## config.mk

```make
export PLATFORM = sky130hd
export DESIGN_NAME = mceg_top
export DESIGN_NICKNAME = d
export VERILOG_FILES = /design/src/common/mceg_pkg.sv /design/src/common/mceg_rate_if.sv /design/src/rtl/mceg_rate_counter.sv /design/src/rtl/mceg_top.sv
export VERILOG_INCLUDE_DIRS = /design/src /design/src/common
export SDC_FILE = /design/constraint.sdc
export NUM_CORES = 1
export LEC_CHECK = 0
export ABC_AREA = 1
export ABC_CLOCK_PERIOD_IN_PS = 1700
export BUFFER_PORTS_ARGS = -buffer_cell sky130_fd_sc_hd__buf_4
export CAP_MARGIN = 25
export CORE_UTILIZATION = 35
export CTS_CLUSTER_DIAMETER = 100
export CTS_CLUSTER_SIZE = 28
export DETAILED_ROUTE_END_ITERATION = 6
export GPL_TIMING_DRIVEN = 0
export PLACE_DENSITY_LB_ADDON = 0.25
export SLEW_MARGIN = 20
export SYNTH_ARGS = -nofsm -noshare
export SYNTH_HDL_FRONTEND = slang
export SYNTH_SLANG_ARGS = --single-unit
```

## constraint.sdc

```tcl
create_clock -name sys_clk -period 1.7 [get_ports sys_clk]
set_input_delay 0.085 -clock sys_clk [delete_from_list [all_inputs] [get_ports sys_clk]]
set_output_delay 0.085 -clock sys_clk [all_outputs]
set_load 0.01 [all_outputs]
```

## src/common/mceg_consts.svh

```systemverilog
/*
 * constants of the multirate clock enable generator: rate periods, lock timing, mode codes
 * assumes one system clock; included by bare name wherever the values are needed
 */
//
// Summary of operation
// - one enable per rate from sys_clk
// - enable periods are whole sys_clk multiples
// - cycles equal sample period over base period
// - periods 2,3,4 give enables every 2,3,4
// - k base periods equal k sys_clk cycles
// - sys_clk period in ns sets timescale
// - oversampled internal rate also gets an enable
// - three modes: enables, hybrid, exposed clocks
// - manager drives three rates, two if small
// - overflow rates become enables off manager clock
// - priority base, doubled, divided, synthesized; fastest first
// - manager reset input, driven after configuration
// - manager locked output for input alignment
// - exposed mode takes one clock per rate
`ifndef MCEG_CONSTS_SVH
`define MCEG_CONSTS_SVH

// ***************************************************************
// timing
// ***************************************************************
`define MCEG_SYS_CLK_NS      40
`define MCEG_LOCK_TIME_NS    1000
`define MCEG_LOCK_CYCLES     ((`MCEG_LOCK_TIME_NS + `MCEG_SYS_CLK_NS - 1) / `MCEG_SYS_CLK_NS)

// ***************************************************************
// rates in base units
// ***************************************************************
`define MCEG_BASE_PERIOD     1
`define MCEG_PERIOD_A        2
`define MCEG_PERIOD_B        3
`define MCEG_PERIOD_C        4
`define MCEG_OVS_FACTOR      2
`define MCEG_CNT_W           8
`define MCEG_CAP_LARGE       3
`define MCEG_CAP_SMALL       2

// ***************************************************************
// mode select codes
// ***************************************************************
`define MCEG_MODE_ENABLES    2'h0
`define MCEG_MODE_HYBRID     2'h1
`define MCEG_MODE_EXPOSED    2'h2

`endif

```

## src/common/mceg_pkg.sv

```systemverilog
/*
 * types of the multirate clock enable generator
 * assumes mceg_consts.svh is on the include path
 */
`include "mceg_consts.svh"

package mceg_pkg;

   // ***************************************************************
   // types
   // ***************************************************************
   typedef enum logic [1:0] {
      MCEG_ENABLES = `MCEG_MODE_ENABLES,
      MCEG_HYBRID  = `MCEG_MODE_HYBRID,
      MCEG_EXPOSED = `MCEG_MODE_EXPOSED
   } mceg_mode_type;

   typedef enum {
      MGR_HELD,
      MGR_WAIT,
      MGR_LOCKED
   } mceg_mgr_state_type;

   typedef logic [`MCEG_CNT_W-1:0] mceg_count_type;

   // sample period over the base period gives cycles per enable
   function automatic mceg_count_type mceg_rate_cycles(input int period_units,
                                                      input int base_units);
      int q;
      q = period_units / base_units;
      if (q < 1) begin
         q = 1;
      end
      return mceg_count_type'(q);
   endfunction : mceg_rate_cycles

endpackage : mceg_pkg

```

## src/common/mceg_rate_if.sv

```systemverilog
/*
 * interface joining one rate counter to the top module
 * assumes both ends run on sys_clk
 */
`timescale 1ns/1ps

interface mceg_rate_if
   import mceg_pkg::*;
   ();
   logic           run;
   mceg_count_type period;
   mceg_count_type count;
   logic           tick;

   modport gen (input run, input period, output count, output tick);
   modport user (output run, output period, input count, input tick);
endinterface : mceg_rate_if

```

## src/rtl/mceg_rate_counter.sv

```systemverilog
/*
 * wrapping counter that yields one tick per period of sys_clk cycles
 * assumes period is at least one and stays constant while run is high
 */
`timescale 1ns/1ps

module mceg_rate_counter
   import mceg_pkg::*;
(
   // clock and reset
   input  wire logic  sys_clk,
   input  wire logic  nrst,
   // rate link
   mceg_rate_if.gen   rate
);

   // ***************************************************************
   // counter
   // ***************************************************************
   always_ff @(posedge sys_clk or negedge nrst) begin
      if (!nrst) begin
         rate.count <= '0;
      end else if (!rate.run) begin
         rate.count <= '0;
      end else if (rate.count >= rate.period - mceg_count_type'(1)) begin
         rate.count <= '0;
      end else begin
         rate.count <= rate.count + mceg_count_type'(1);
      end
   end

   // ***************************************************************
   // tick, high in the last cycle of each period
   // ***************************************************************
   always_comb begin
      rate.tick = rate.run && (rate.count >= rate.period - mceg_count_type'(1));
   end

endmodule : mceg_rate_counter

```

## src/rtl/mceg_top.sv

```systemverilog
/*
 * multirate clock enable generator: enable, hybrid manager and exposed clock modes
 * assumes all inputs synchronous to sys_clk; manager outputs are levels built on sys_clk
 */
`timescale 1ns/1ps
`include "mceg_consts.svh"

module mceg_top
   import mceg_pkg::*;
#(
   parameter int PERIOD_A    = `MCEG_PERIOD_A,
   parameter int PERIOD_B    = `MCEG_PERIOD_B,
   parameter int PERIOD_C    = `MCEG_PERIOD_C,
   parameter int BASE_PERIOD = `MCEG_BASE_PERIOD,
   parameter int OVS_FACTOR  = `MCEG_OVS_FACTOR,
   parameter bit SMALL_PART  = 1'b0
)
(
   // clock and reset
   input  wire logic       sys_clk,
   input  wire logic       nrst,
   // mode and manager control
   input  wire logic [1:0] clk_mode,
   input  wire logic       mgr_reset,
   // externally generated rate clocks
   input  wire logic [2:0] rate_clock_in,
   // per-rate enables
   output logic            rate_enable_2,
   output logic            rate_enable_3,
   output logic            rate_enable_4,
   output logic            oversample_enable,
   // manager clock outputs
   output logic            base_rate_clock_out,
   output logic            doubled_clock_out,
   output logic            divided_clock_out,
   output logic            synthesized_clock_out,
   output logic            mgr_locked
);

   // ***************************************************************
   // rate table
   // ***************************************************************
   localparam int NUM_RATES = 3;
   localparam int NUM_CNT   = NUM_RATES + 1;
   localparam int MGR_CAP   = SMALL_PART ? `MCEG_CAP_SMALL : `MCEG_CAP_LARGE;
   localparam int LOCK_CYC  = `MCEG_LOCK_CYCLES;
   localparam int OVS_UNITS = PERIOD_A / OVS_FACTOR;
   localparam int LOCK_W    = $clog2(LOCK_CYC + 1);

   mceg_count_type cycles [NUM_CNT];
   always_comb begin
      cycles[0] = mceg_rate_cycles(PERIOD_A, BASE_PERIOD);
      cycles[1] = mceg_rate_cycles(PERIOD_B, BASE_PERIOD);
      cycles[2] = mceg_rate_cycles(PERIOD_C, BASE_PERIOD);
      cycles[3] = mceg_rate_cycles(OVS_UNITS, BASE_PERIOD);
   end

   // ***************************************************************
   // mode decode
   // ***************************************************************
   mceg_mode_type mode;
   always_comb begin
      case (clk_mode)
         `MCEG_MODE_HYBRID:  mode = MCEG_HYBRID;
         `MCEG_MODE_EXPOSED: mode = MCEG_EXPOSED;
         default:            mode = MCEG_ENABLES;
      endcase
   end

   // ***************************************************************
   // manager lock sequencer
   // ***************************************************************
   mceg_mgr_state_type mgr_state;
   mceg_mgr_state_type next_mgr_state;
   logic [LOCK_W-1:0]  lock_count;

   always_comb begin
      next_mgr_state = mgr_state;
      case (mgr_state)
         MGR_HELD: begin
            if (mode == MCEG_HYBRID && !mgr_reset) begin
               next_mgr_state = MGR_WAIT;
            end
         end
         MGR_WAIT: begin
            if (lock_count >= LOCK_W'(LOCK_CYC - 1)) begin
               next_mgr_state = MGR_LOCKED;
            end
         end
         MGR_LOCKED: begin
            next_mgr_state = MGR_LOCKED;
         end
         default: begin
            next_mgr_state = MGR_HELD;
         end
      endcase
      if (mgr_reset || mode != MCEG_HYBRID) begin
         next_mgr_state = MGR_HELD;
      end
   end

   always_ff @(posedge sys_clk or negedge nrst) begin
      if (!nrst) begin
         mgr_state <= MGR_HELD;
      end else begin
         mgr_state <= next_mgr_state;
      end
   end

   always_ff @(posedge sys_clk or negedge nrst) begin
      if (!nrst) begin
         lock_count <= '0;
      end else if (mgr_state == MGR_WAIT) begin
         lock_count <= lock_count + LOCK_W'(1);
      end else begin
         lock_count <= '0;
      end
   end

   always_ff @(posedge sys_clk or negedge nrst) begin
      if (!nrst) begin
         mgr_locked <= 1'b0;
      end else begin
         mgr_locked <= (next_mgr_state == MGR_LOCKED);
      end
   end

   // ***************************************************************
   // rate counters
   // ***************************************************************
   logic                run_all;
   logic [NUM_CNT-1:0]  tick;
   logic [NUM_CNT-1:0]  level;

   // counters start together; in hybrid mode they wait for lock
   always_comb begin
      case (mode)
         MCEG_ENABLES: run_all = 1'b1;
         MCEG_HYBRID:  run_all = (next_mgr_state == MGR_LOCKED);
         default:      run_all = 1'b0;
      endcase
   end

   mceg_rate_if rif [NUM_CNT] ();

   for (genvar i = 0; i < NUM_CNT; i++) begin : g_rate
      assign rif[i].run    = run_all;
      assign rif[i].period = cycles[i];
      assign tick[i]       = rif[i].tick;
      // first cycles[i] >> 1 cycles of the period high (one of three for period 3), as a clock shape
      assign level[i]      = run_all && (rif[i].count < (cycles[i] >> 1));

      mceg_rate_counter u_cnt (
         .sys_clk (sys_clk),
         .nrst    (nrst),
         .rate    (rif[i])
      );
   end

   // ***************************************************************
   // exposed clock edge detection
   // ***************************************************************
   logic [NUM_RATES-1:0] ext_prev;
   logic [NUM_RATES-1:0] ext_rise;

   always_ff @(posedge sys_clk or negedge nrst) begin
      if (!nrst) begin
         ext_prev <= '0;
      end else begin
         ext_prev <= rate_clock_in;
      end
   end

   assign ext_rise = rate_clock_in & ~ext_prev;

   // ***************************************************************
   // rate to manager slot assignment
   // ***************************************************************
   // rates are listed fastest first, so rate i takes slot i
   logic [NUM_RATES-1:0] on_mgr;
   always_comb begin
      for (int i = 0; i < NUM_RATES; i++) begin
         on_mgr[i] = (mode == MCEG_HYBRID) && (i < MGR_CAP);
      end
   end

   logic [3:0] next_slot;
   always_comb begin
      next_slot = 4'h0;
      for (int i = 0; i < NUM_RATES; i++) begin
         if (on_mgr[i]) begin
            next_slot[i] = level[i];
         end
      end
   end

   always_ff @(posedge sys_clk or negedge nrst) begin
      if (!nrst) begin
         base_rate_clock_out   <= 1'b0;
         doubled_clock_out     <= 1'b0;
         divided_clock_out     <= 1'b0;
         synthesized_clock_out <= 1'b0;
      end else begin
         base_rate_clock_out   <= next_slot[0];
         doubled_clock_out     <= next_slot[1];
         divided_clock_out     <= next_slot[2];
         synthesized_clock_out <= next_slot[3];
      end
   end

   // ***************************************************************
   // per-rate enables
   // ***************************************************************
   logic [NUM_RATES-1:0] next_enable;
   logic                 next_ovs;

   always_comb begin
      for (int i = 0; i < NUM_RATES; i++) begin
         case (mode)
            MCEG_ENABLES: next_enable[i] = tick[i];
            MCEG_HYBRID:  next_enable[i] = tick[i] && !on_mgr[i];
            MCEG_EXPOSED: next_enable[i] = ext_rise[i];
            default:      next_enable[i] = 1'b0;
         endcase
      end
      case (mode)
         MCEG_EXPOSED: next_ovs = 1'b0;
         default:      next_ovs = tick[3];
      endcase
   end

   always_ff @(posedge sys_clk or negedge nrst) begin
      if (!nrst) begin
         rate_enable_2     <= 1'b0;
         rate_enable_3     <= 1'b0;
         rate_enable_4     <= 1'b0;
         oversample_enable <= 1'b0;
      end else begin
         rate_enable_2     <= next_enable[0];
         rate_enable_3     <= next_enable[1];
         rate_enable_4     <= next_enable[2];
         oversample_enable <= next_ovs;
      end
   end

endmodule : mceg_top

```

Yosys cells after proc, flatten, opt, wreduce, memory -nomap -nowiden
Index checks and enable logic that the tools add are counted.
{"block": "op_classes", "mux": 22, "n_bitwise": 2, "n_eq_ne": 9, "n_div": 0, "shift": 0, "add_sub_neg": 5, "n_reduce_logical": 16, "magnitude_cmp": 8, "mul": 0}
{"cell": "$mux W32", "count": 3}
{"cell": "$pmux W32 S3", "count": 1}
{"cell": "$eq A32 B2 Y1 const B", "count": 2}
{"cell": "$mux W8", "count": 8}
{"cell": "$add A8 B1 Y8 const B", "count": 4}
{"cell": "$eq A32 B1 Y1 const B", "count": 1}
{"cell": "$eq A32 B3 Y1 const B", "count": 1}
{"cell": "$logic_not A32 Y1", "count": 1}
{"cell": "$ge A8 B1 Y1 const B", "count": 2}
{"cell": "$ge A8 B2 Y1 const B", "count": 2}
{"cell": "$lt A8 B1 Y1 const B", "count": 2}
{"cell": "$logic_and A1 B1 Y1", "count": 11}
{"cell": "$pmux W1 S3", "count": 3}
{"cell": "$lt A8 B2 Y1 const B", "count": 1}
{"cell": "$add A5 B1 Y5 const B", "count": 1}
{"cell": "$ge A5 B5 Y1 const B", "count": 1}
{"cell": "$mux W5", "count": 1}
{"cell": "$eq A2 B1 Y1 const B", "count": 2}
{"cell": "$eq A2 B2 Y1 const B", "count": 2}
{"cell": "$mux W1", "count": 4}
{"cell": "$pmux W2 S2", "count": 1}
{"cell": "$and A3 B3 Y3", "count": 1}
{"cell": "$not A3 Y3", "count": 1}
{"cell": "$logic_not A1 Y1", "count": 2}
{"cell": "4 further kinds", "count": 4}
{"block": "totals", "mem_bits_ro": 0, "inputBits": 8, "latch_bits": 0, "regBits": 80, "ram_bits": 0, "memories": 0}

Longest topological paths before layout
Gate-level depths: netlist of the first run.
{"block": "logic_depth", "ltp_word": 12, "depth_mapped": 11}

Modules after synthesis
A second synthesis of the first run with hierarchy kept.
{"block": "hier_totals", "cells_unflattened": 547, "hier_area_um2": 4648.2}
{"module": "mceg_rate_counter", "area_per_inst_um2": 700.7, "n_inst": 4, "cells_per_inst": 91}
{"module": "mceg_top", "area_per_inst_um2": 1845.5, "n_inst": 1, "cells_per_inst": 183}

Worst setup path after synthesis of the first run
Ideal clock, no wire load.
{"block": "synth_path", "kind": "reg2reg", "from": "register mgr_state[4]", "to": "register g_rate[0].u_cnt.rate.count[0]", "required_time_ns": 1.628, "stages_incl_launch_ff": 12, "path_slack_ns": 0.415, "setup_ns": 0.072, "arrival_ns": 1.213, "path_cell_list": "dfrtp_1 > inv_2 > nand2_2 > nor2_4 > nand2_1 > nor2_2 > nand3_1 > nand2_1 > nand2_2 > nand2_4 > nand3_2 > nor2_1"}
{"block": "synth_between", "elab_chain_len": 6, "elab_cells_between_ends": 10, "classes_between": "3 x eq/ne; 6 x mux; 1 x reduce/logical"}
{"item": "start, declared", "line_no": "mceg_top.sv:73", "text": "mceg_mgr_state_type mgr_state;"}
{"item": "start signal, assigned", "line_no": "mceg_top.sv:106", "text": "mgr_state <= next_mgr_state;"}
{"item": "$eq A32 B2 Y1 (tied with other cells)", "line_no": "mceg_top.sv:79", "text": "case (mgr_state)"}
{"item": "$pmux W32 S3 *", "line_no": "mceg_top.sv:79"}
{"item": "$mux W32 *", "line_no": "mceg_top.sv:97", "text": "if (mgr_reset || mode != MCEG_HYBRID) begin"}
{"item": "$eq A32 B3 Y1 *", "line_no": "mceg_top.sv:139", "text": "MCEG_HYBRID: run_all = (next_mgr_state == MGR_LOCKED);"}
{"item": "$pmux W1 S2 *", "line_no": "mceg_top.sv:137", "text": "case (mode)"}
{"item": "$mux W8 *", "line_no": "mceg_rate_counter.sv:23", "text": "end else if (!rate.run) begin"}
{"item": "end signal, assigned", "line_no": "mceg_rate_counter.sv:28", "text": "rate.count <= rate.count + mceg_count_type'(1);"}
{"item": "end, declared", "line_no": "mceg_rate_if.sv:15", "text": "modport gen (input run, input period, output count, output tick);"}
Every way passes the cells marked *; elsewhere a longest branch is shown, timed or not.

Worst setup path in the final report of the first run
{"block": "layout_path", "from": "register mgr_state[1]", "to": "register g_rate[1].u_cnt.rate.count[2]"}
{"block": "layout_between", "elab_chain_len": 6, "elab_cells_between_ends": 10, "classes_between": "3 x eq/ne; 6 x mux; 1 x reduce/logical"}
{"item": "$eq A32 B2 Y1 (tied with other cells)", "line_no": "mceg_top.sv:79"}
{"item": "$pmux W32 S3 *", "line_no": "mceg_top.sv:79"}
{"item": "$mux W32 *", "line_no": "mceg_top.sv:97"}
{"item": "$eq A32 B3 Y1 *", "line_no": "mceg_top.sv:139"}
{"item": "$pmux W1 S2 *", "line_no": "mceg_top.sv:137"}
{"item": "$mux W8 *", "line_no": "mceg_rate_counter.sv:23"}
{"item": "end signal, assigned", "line_no": "mceg_rate_counter.sv:28"}
{"item": "end, declared", "line_no": "mceg_rate_if.sv:15"}
Marks and branches as above.

==> flow_summary_export.csv, run 1 <==
group,metric,value,unit
sta,fin_tns_setup,0,ps
route,drt_iter0_drc,38,
power_and_ir_drop,peakVddDrop,0.326,mV
finish,finalInstanceArea,3340,sq um
place,portBuffers,15,
critical_path,rr_worst_depth,11,
power_and_ir_drop,pwr_density_cell,1010,nW/um^2
die,start_util,0.366,
finish,drive_above_1_share,0.141,
grt,grt_overflow,0,
route,dr.pass1.iters,4,
sta,rsz0062_at_grt,"false",
route,routed_wl,3.50,mm
finish,antenna_cells,0,
finish,area_growth,24.5,%
clock_tree,cts_buffer_depth,2,
route,drc_errors,0,
sta,period_needed,1490,ps
die,ioPinCount,17,
synthesis,ys_seq_area_frac,0.672,
critical_path,path_delay_family,"simple AND/OR/NAND/NOR gates",
clock_tree,clk_latency,330,ps
finish,n_fill_cell,690,
critical_path,slowest_stage,"dfrtp_1",
grt,grt_first_pass_wirelength,5.97,mm
sta,fmax,672,MHz
critical_path,critPathMaxFanout,5,
die,die_width,89.5,um
synthesis,postSynthAreaPerCell,11.1,sq um
worst_hold_path,hp-class,"in2reg",
clock_tree,cts_tree,"done",
critical_path,slowest_delay,400,ps
die,num_rows,31,
critical_path,worst-path-stages,11,
place,post-dp-hpwl,2.30,mm
synthesis,yosys_warnings,0,
sta,maxSlewViolCount,0,
clock_tree,cts_buffers,9,
clock_tree,htree_num_levels,3,
critical_path,crit_chain,"inv_2 -> nand2_1 -> nor2_1 -> nand2_1 -> nor2_2 -> nand3_1 -> nand2_1 -> nand2_2 -> nand2_4 -> nand3_2 -> nor2_1",
clock_tree,root_buffer,"clkbuf_8",
synthesis,synth_area,2680,sq um
critical_path,crit_path_frequent_cell,"nand2_1",
power_and_ir_drop,p_leak,1.74,nW
place,placed_area,3090,sq um
grt,grt_util_all_layers,0.105,
grt,grt_antenna_before_repair,0,
route,antenna_left,0,
die,die_area,8020,sq um
route,vias,1549,
synthesis,synthMostInstantiatedCell,"dfrtp_1",
synthesis,async_flop_share,1.00,
synthesis,syn_inst,241,
grt,grt_pass1_vias,1503,
sta,final.setup_skew,7.26,ps
critical_path,critical_path_class,"reg2reg",
die,die_h,89.5,um
place,gp_congestion,0.754,
critical_path,critPathArrivalTime,1750,ps
critical_path,cp-start-kind,"flip-flop",
sta,worst_pin_slew,873,ps
clock_tree,clock-sinks,72,
worst_hold_path,hp-start,"mgr_reset",
synthesis,yosysTopAreaCell,"dfrtp_1",
clock_tree,path_clk_slew,70,ps
clock_tree,cts_setup_buffers,0,
synthesis,synth_flop_cell,"dfrtp_1",
finish,layout.nets,337,
synthesis,synth-edff-count,0,
critical_path,cp_num_buf_inv,1,
synthesis,ys_top_cells_by_count,"dfrtp_1 (72), inv_1 (44), nor2_1 (39), nand2_1 (27), ha_1 (12)",
die,fp.coreArea,7330,sq um
synthesis,yosys-top-cells-area,"dfrtp_1 (67%), inv_1 (6.2%), ha_1 (5.6%)",
synthesis,synth_top_cell_area_share,0.672,
critical_path,critPathRequiredTime,1960,ps
sta,setup_viol,0,
sta,slew_headroom,0.418,
sta,hold_viol,0,
synthesis,ys_types,24,
grt,grt_max_degree,73,
critical_path,startpoint,"mgr_state[1]",
critical_path,r2r-start,"mgr_state[1]",
worst_hold_path,hold_depth,4,
synthesis,ys_ff_latch,72,
route,avgViaCountPerCell,3.70,
sta,fin_crit_sh,0.875,
critical_path,end_kind,"flip-flop",
status,status,"finished clean",
job,maxCapViolations,0,
route,wl_per_cell,8.36,um
## timing repair
action	4_1_cts	5_1_grt
hold endpoints to repair	75	0
hold buffers	4	0
gates resized for setup	0	0
## worst min-delay path: cells and delay by family
family / cells / cell delay [ps]
and+or+nand+nor: 2 / 170
buffers and inverters: 2 / 120
## kinds of logic after synthesis
family          count (synthesis)  share of synthesized area
compound gates                  5                    0.00933
simple gates                   99                      0.178
buf+inv                        47                     0.0672
fa+ha+maj                      12                     0.0560
flops                          72                      0.672
other cells                     1                    0.00140
xor+xnor                        5                     0.0163
## final timing paths
path,to,slack (ps)
worst max-delay path,g_rate[1].u_cnt.rate.count[2],210
worst min-delay path,mgr_state[0],80
worst max register to register,g_rate[1].u_cnt.rate.count[2],210
worst min register to register,g_rate[2].u_cnt.rate.count[0],450
max in group asynchronous,g_rate[2].u_cnt.rate.count[4],720
min in group asynchronous,mgr_state[22],410
## final cells by class
type	instances	area, sq um	area share
flip-flops and latches	72	1800	0.540
multi-input cells	168	873	0.262
inverters	46	173	0.0517
repair buffers	19	153	0.0457
clock buffers	10	138	0.0412
well taps	99	124	0.0371
clock inverters	4	70.1	0.0210
plain buffers	1	7.51	0.00225
## per-stage QoR
step	setup WS [ps]	cells	hold WS, ps	total power, W	utilization
2_1_floorplan	415	287	-211	0.00191	-
3_3_place_gp	236	401	205	0.00199	0.422
3_5_place_dp	204	401	206	0.00199	0.422
4_1_cts	183	419	70.5	0.00344	0.456
5_1_grt	53.3	419	106	0.00353	0.456
6_report	212	419	77.6	0.00338	0.456
## cells in the final DEF, fill, tap and decap left out, drive strengths merged
cell type | Yosys | routed
dfrtp | 72 | 72
conb | 1 | 47
inv | 46 | 46
nor2 | 42 | 42
nand2 | 32 | 32
buf | 1 | 16
nand3 | 14 | 14
ha | 12 | 12
clkbuf | 0 | 10
dlygate4sd3 | 0 | 4
nand3b | 3 | 3
a21oi | 3 | 3
xnor2 | 3 | 3
and2 | 2 | 2
nor3 | 2 | 2
nor4 | 2 | 2
o21ai | 2 | 2
xor2 | 2 | 2
bufinv | 0 | 2
clkinv | 0 | 2
nand4 | 1 | 1
and3 | 1 | 1
## flip-flops by register name, summed over array words and instances, names as in the netlist, 3 cells and up
name                     flops
g_rate.u_cnt.rate.count     24
ext_prev                     3
lock_count                   5
mgr_state                   32
## metal layers
layer | up-vias | track usage | wire, um
met4 | 0 | 0.0750 | 99
met2 | 24 | 0.168 | 1620
met5 | - | 0 | 0
met3 | 9 | 0.0443 | 135
met1 | 698 | 0.111 | 1650
li1 | 818 | - | -
## power by group
| group | internal, W | switching [W] |
|---|---|---|
| clock network | 0.000844 | 0.000571 |
| registers | 0.00178 | 0.0000174 |
| logic | 0.0000592 | 0.000104 |
| total | 0.00269 | 0.000692 |
Power figures use the tool's default switching activity.
==> run 2, diff against run 1 <==
- ABC_CLOCK_PERIOD_IN_PS: 1700 -> 1590
- CORE_UTILIZATION: 35 -> 59
- clock period: 1.7 -> 1.59 ns (I/O delays scaled with it)
==> run 2 against run 1 <==
Clock power about the same. Register-to-register slack lost 150 ps. Wire length grew 3.4%. Global-route usage grew 8.0 points. Final cell count decreased by 11%. Die area is 40% lower. Hold slack better by 26 ps. Critical path type unchanged. Critical endpoint is now mgr_locked. Largest cell class unchanged. Largest power group unchanged.
==> flow_summary_export.csv, run 2 (same netlist as run 1, synthesis figures left out) <==
group,metric,value,unit
sta,hold_viol,0,
route,wl_per_cell,9.65,um
die,start_util,0.616,
sta,worst_pin_slew,840,ps
finish,antenna_cells,0,
critical_path,path_delay_family,"simple AND/OR/NAND/NOR gates",
sta,fmax,655,MHz
critical_path,critPathMaxFanout,7,
critical_path,crit_chain,"nor2_1 -> and2_1 -> nand2_2 -> nor2_4 -> buf_4 -> nand2_2 -> nand2_1 -> and3_1 -> nand2_1 -> inv_1",
die,die_width,69.4,um
critical_path,cp_num_buf_inv,2,
sta,fin_tns_setup,0,ps
sta,final.setup_skew,5.16,ps
sta,slew_headroom,0.440,
sta,fin_crit_sh,0.960,
critical_path,crit_path_end,"mgr_locked",
power_and_ir_drop,peakVddDrop,0.777,mV
die,die_h,69.4,um
grt,grt_antenna_before_repair,0,
finish,top_regs,"mgr_state x32, g_rate.u_cnt.rate.count x24, lock_count x5",
power_and_ir_drop,p_leak,1.75,nW
clock_tree,clock-sinks,72,
die,ioPinCount,17,
critical_path,critical_path_class,"reg2reg",
clock_tree,root_buffer,"clkbuf_8",
critical_path,startpoint,"mgr_state[29]",
grt,grt_first_pass_wirelength,6.62,mm
critical_path,slowest_delay,360,ps
route,antenna_left,0,
sta,rsz0062_at_grt,"true",
route,drt_iter0_drc,64,
status,status,"finished clean",
clock_tree,cts_tree,"done",
die,num_rows,24,
grt,grt_use_met1,0.216,
grt,grt_max_degree,73,
critical_path,r2r-start,"mgr_state[29]",
sta,whs,104,ps
grt,grt_overflow,0,
clock_tree,cts_buffers,9,
critical_path,r2r_end,"mgr_locked",
sta,maxSlewViolCount,0,
clock_tree,cts_buffer_depth,2,
route,routed_wl,3.62,mm
clock_tree,htree_num_levels,3,
die,die_area,4820,sq um
sta,setup_viol,0,
finish,final_common_cell,"dfrtp_1",
power_and_ir_drop,power,0.00350,W
place,portBuffers,15,
critical_path,end_kind,"flip-flop",
finish,area_growth,23.2,%
finish,largest_reg_flops,32,
critical_path,cp-start-kind,"flip-flop",
critical_path,worst-path-stages,10,
grt,met2_usage,0.293,
route,avgViaCountPerCell,4.24,
grt,grt_util_all_layers,0.184,
die,fp.coreArea,4350,sq um
clock_tree,clk_latency,330,ps
critical_path,rr_worst_depth,10,
route,vias,1589,
grt,grt_pass1_vias,1612,
finish,layout.nets,338,
route,dr.pass1.iters,4,
grt,use_met3,0.0523,
sta,period_needed,1530,ps
grt,busiest_layer,"met2",
worst_hold_path,hold_depth,4,
critical_path,slowest_stage,"dfrtp_1",
clock_tree,path_clk_slew,70,ps
critical_path,critPathRequiredTime,1860,ps
place,gp_congestion,0.780,
finish,drive_above_1_share,0.164,
job,maxCapViolations,0,
worst_hold_path,hp-class,"in2reg",
power_and_ir_drop,pwr_density_cell,1060,nW/um^2
place,post-dp-hpwl,2.32,mm
route,drc_errors,0,
finish,regMostFlops,"mgr_state",
critical_path,worst-r2r-setup-slack,60,ps
critical_path,critPathArrivalTime,1800,ps
finish,final_cell_mix,"dfrtp_1 (72), conb_1 (47), inv_1 (44)",
run 2: worst min-delay path by stage:
stage | from | end | slack, ps
floorplan | nrst | base_rate_clock_out | -220
global placement | rate_clock_in[2] | ext_prev[2] | 200
detailed placement | rate_clock_in[2] | ext_prev[2] | 200
CTS | mgr_reset | mgr_state[0] | 90
global route | mgr_reset | mgr_state[0] | 110
finish | mgr_reset | mgr_state[0] | 100
run 2: what timing repair did:
action,4_1_cts,5_1_grt
endpoints found under the setup margin,0,12
endpoints found under the hold margin,75,0
setup buffers,0,1
gates resized for setup,0,8
hold buffers,4,0
run 2: power by group:
part           total, W  switching [W]  internal [W]
clock network   0.00140       0.000592      0.000806
logic          0.000180       0.000116     0.0000637
registers       0.00193      0.0000199       0.00191
total           0.00350       0.000728       0.00278
run 2: through the flow:
step                       util  std cells  instance area, sq um  worst slack (ps)
after global routing      0.759        375                  3300             -76.1
final                     0.759        375                  3300              63.8
after detailed placement  0.697        354                  3030               119
after floorplan               -        287                  2860               305
after global placement    0.697        354                  3030               160
after CTS                 0.751        374                  3270               110
run 2: final cells by class:
cell class                 instances  area, sq um
sequential                        72         1800
inverter                          46          173
buffer                             1         7.51
clock inverter                     3         40.0
fill                             286         1050
tap                               52         65.1
multi-input combinational        168          898
timing repair buffer              20          160
clock buffer                      13          159
run 2: worst register-to-register path: stages (launching register included):
cell,delay [ps]
dfrtp_1,360
nor2_1,100
and2_1,140
nand2_2,70
nor2_4,180
buf_4,140
nand2_2,90
nand2_1,90
and3_1,190
nand2_1,70
inv_1,50
run 2: routing by layer:
metal | share of wire | vias to the layer above | routed length (um)
met1 | 0.45 | 729 | 1620
met2 | 0.49 | 26 | 1770
li1 | - | 825 | -
met5 | 0 | - | 0
met4 | 0.026 | 0 | 94
met3 | 0.037 | 9 | 135
==> run 3, diff against run 2 <==
- CELL_PAD_IN_SITES_DETAIL_PLACEMENT: unset -> 0
- CELL_PAD_IN_SITES_GLOBAL_PLACEMENT: unset -> 1
- CORE_UTILIZATION: 59 -> 47
- SLEW_MARGIN: 20 -> unset
==> run 3 against run 2 <==
Total power decreased by 1.9%. Clock-buffer cell count is 3 lower. Global-route usage down 4.4 points. Combinational power decreased by 3%. Critical path type unchanged. Critical endpoint is now g_rate[0].u_cnt.rate.count[2]. Highest routed layer unchanged.
==> flow_summary_export.csv, run 3 (same netlist as run 1, synthesis figures left out) <==
group,metric,value,unit
clock_tree,cts_buffers,9,
finish,final_common_cell,"dfrtp_1",
finish,top_regs,"mgr_state x32, g_rate.u_cnt.rate.count x24, lock_count x5",
critical_path,crit_chain,"nor2_1 -> and2_1 -> nand2_2 -> nor2_4 -> nand3_2 -> nand2_2 -> nand2_2 -> nand2_4 -> nand3_2 -> nor2_2",
place,gp_congestion,0.712,
grt,grt_max_degree,73,
sta,worst_slack,114,ps
place,dp_slack,93.1,ps
clock_tree,clk_latency,340,ps
critical_path,critPathMaxFanout,5,
critical_path,crit_path_frequent_cell,"nand2_2",
route,drc_errors,0,
die,start_util,0.487,
clock_tree,clock-sinks,72,
route,wl_per_cell,8.48,um
die,die_area,6010,sq um
sta,fmax,678,MHz
clock_tree,htree_num_levels,3,
power_and_ir_drop,pwr_density_cell,1040,nW/um^2
finish,antenna_cells,0,
finish,largest_reg_flops,32,
grt,grt_util_all_layers,0.140,
job,maxCapViolations,0,
sta,period_needed,1480,ps
sta,setup_viol,0,
clock_tree,cts_buffer_depth,2,
critical_path,cp-start-kind,"flip-flop",
critical_path,slowest_delay,360,ps
die,die_width,77.6,um
grt,grt_antenna_before_repair,0,
clock_tree,path_clk_slew,70,ps
die,ioPinCount,17,
die,die_h,77.6,um
critical_path,rr_worst_depth,10,
worst_hold_path,hp-class,"in2reg",
sta,worst_pin_slew,838,ps
sta,fin_crit_sh,0.928,
finish,area_growth,22.7,%
grt,grt_first_pass_wirelength,6.14,mm
sta,rsz0062_at_grt,"true",
sta,slew_headroom,0.441,
critical_path,end_kind,"flip-flop",
critical_path,slowest_stage,"dfrtp_1",
route,drt_iter0_drc,42,
worst_hold_path,hold_depth,4,
finish,final_cell_mix,"dfrtp_1 (72), conb_1 (47), inv_1 (44)",
place,post-dp-hpwl,2.19,mm
critical_path,critPathRequiredTime,1860,ps
power_and_ir_drop,peakVddDrop,0.478,mV
place,portBuffers,15,
sta,maxSlewViolCount,0,
clock_tree,cts_tree,"done",
power_and_ir_drop,p_leak,1.72,nW
die,num_rows,27,
sta,final.setup_skew,7.05,ps
route,antenna_left,0,
die,fp.coreArea,5510,sq um
route,dr.pass1.iters,4,
route,avgViaCountPerCell,3.94,
grt,grt_overflow,0,
clock_tree,root_buffer,"clkbuf_8",
finish,layout.nets,337,
sta,hold_viol,0,
route,routed_wl,3.33,mm
critical_path,critPathArrivalTime,1740,ps
critical_path,critical_path_class,"reg2reg",
finish,drive_above_1_share,0.150,
grt,grt_pass1_vias,1486,
route,vias,1548,
status,status,"finished clean",
sta,whs,62.5,ps
finish,regMostFlops,"mgr_state",
[run 3: path summary, 6_finish.rpt]
check                                               from                            end  slack [ps]
hold / removal                                 mgr_reset                   mgr_state[0]          60
max in group asynchronous                           nrst  g_rate[0].u_cnt.rate.count[6]         660
min in group asynchronous                           nrst                  rate_enable_3         390
hold reg to reg            g_rate[2].u_cnt.rate.count[0]  g_rate[2].u_cnt.rate.count[0]         440
setup reg to reg                           mgr_state[31]  g_rate[0].u_cnt.rate.count[2]         110
setup / recovery                           mgr_state[31]  g_rate[0].u_cnt.rate.count[2]         110
[run 3: routing by layer]
| metal | GRT usage | up-vias | routed length (um) |
|---|---|---|---|
| met3 | 0.0471 | 8 | 161 |
| li1 | - | 825 | - |
| met5 | 0 | - | 0 |
| met2 | 0.203 | 24 | 1500 |
| met4 | 0.113 | 0 | 105 |
| met1 | 0.170 | 691 | 1570 |
[run 3: final cells by class]
type | instances | area (sq um)
Inverter | 46 | 173
Clock inverter | 5 | 58.8
Fill cell | 466 | 2210
Clock buffer | 10 | 128
Multi-Input combinational cell | 168 | 881
Sequential cell | 72 | 1800
Timing Repair Buffer | 19 | 153
Buffer | 1 | 7.51
Tap cell | 72 | 90.1
[run 3: critical path: cells and delay by family, from the launching register on]
kind	cells	cell delay, ps
AND/OR/NAND/NOR	10	1050
flip-flops	1	360
[run 3: what timing repair did]
action / in CTS / in global routing
hold endpoints to repair: 75 / 0
hold buffers: 4 / 0
resized for setup: 0 / 3
endpoints found under the setup margin: 0 / 6
setup buffers: 0 / 0
[run 3: through the flow]
stage	cells	instance area, sq um	setup TNS, ps	utilization	total power [W]
3_5_place_dp	374	3060	0	0.555	0.00213
2_1_floorplan	287	2860	0	-	0.00205
3_3_place_gp	374	3060	0	0.555	0.00213
6_report	393	3290	0	0.598	0.00344
4_1_cts	393	3280	0	0.596	0.00350
5_1_grt	393	3290	-41.1	0.598	0.00362
[run 3: report_power, final]
part           internal [W]  switching (W)
sequential          0.00191      0.0000187
clock              0.000715       0.000624
combinational     0.0000633       0.000111
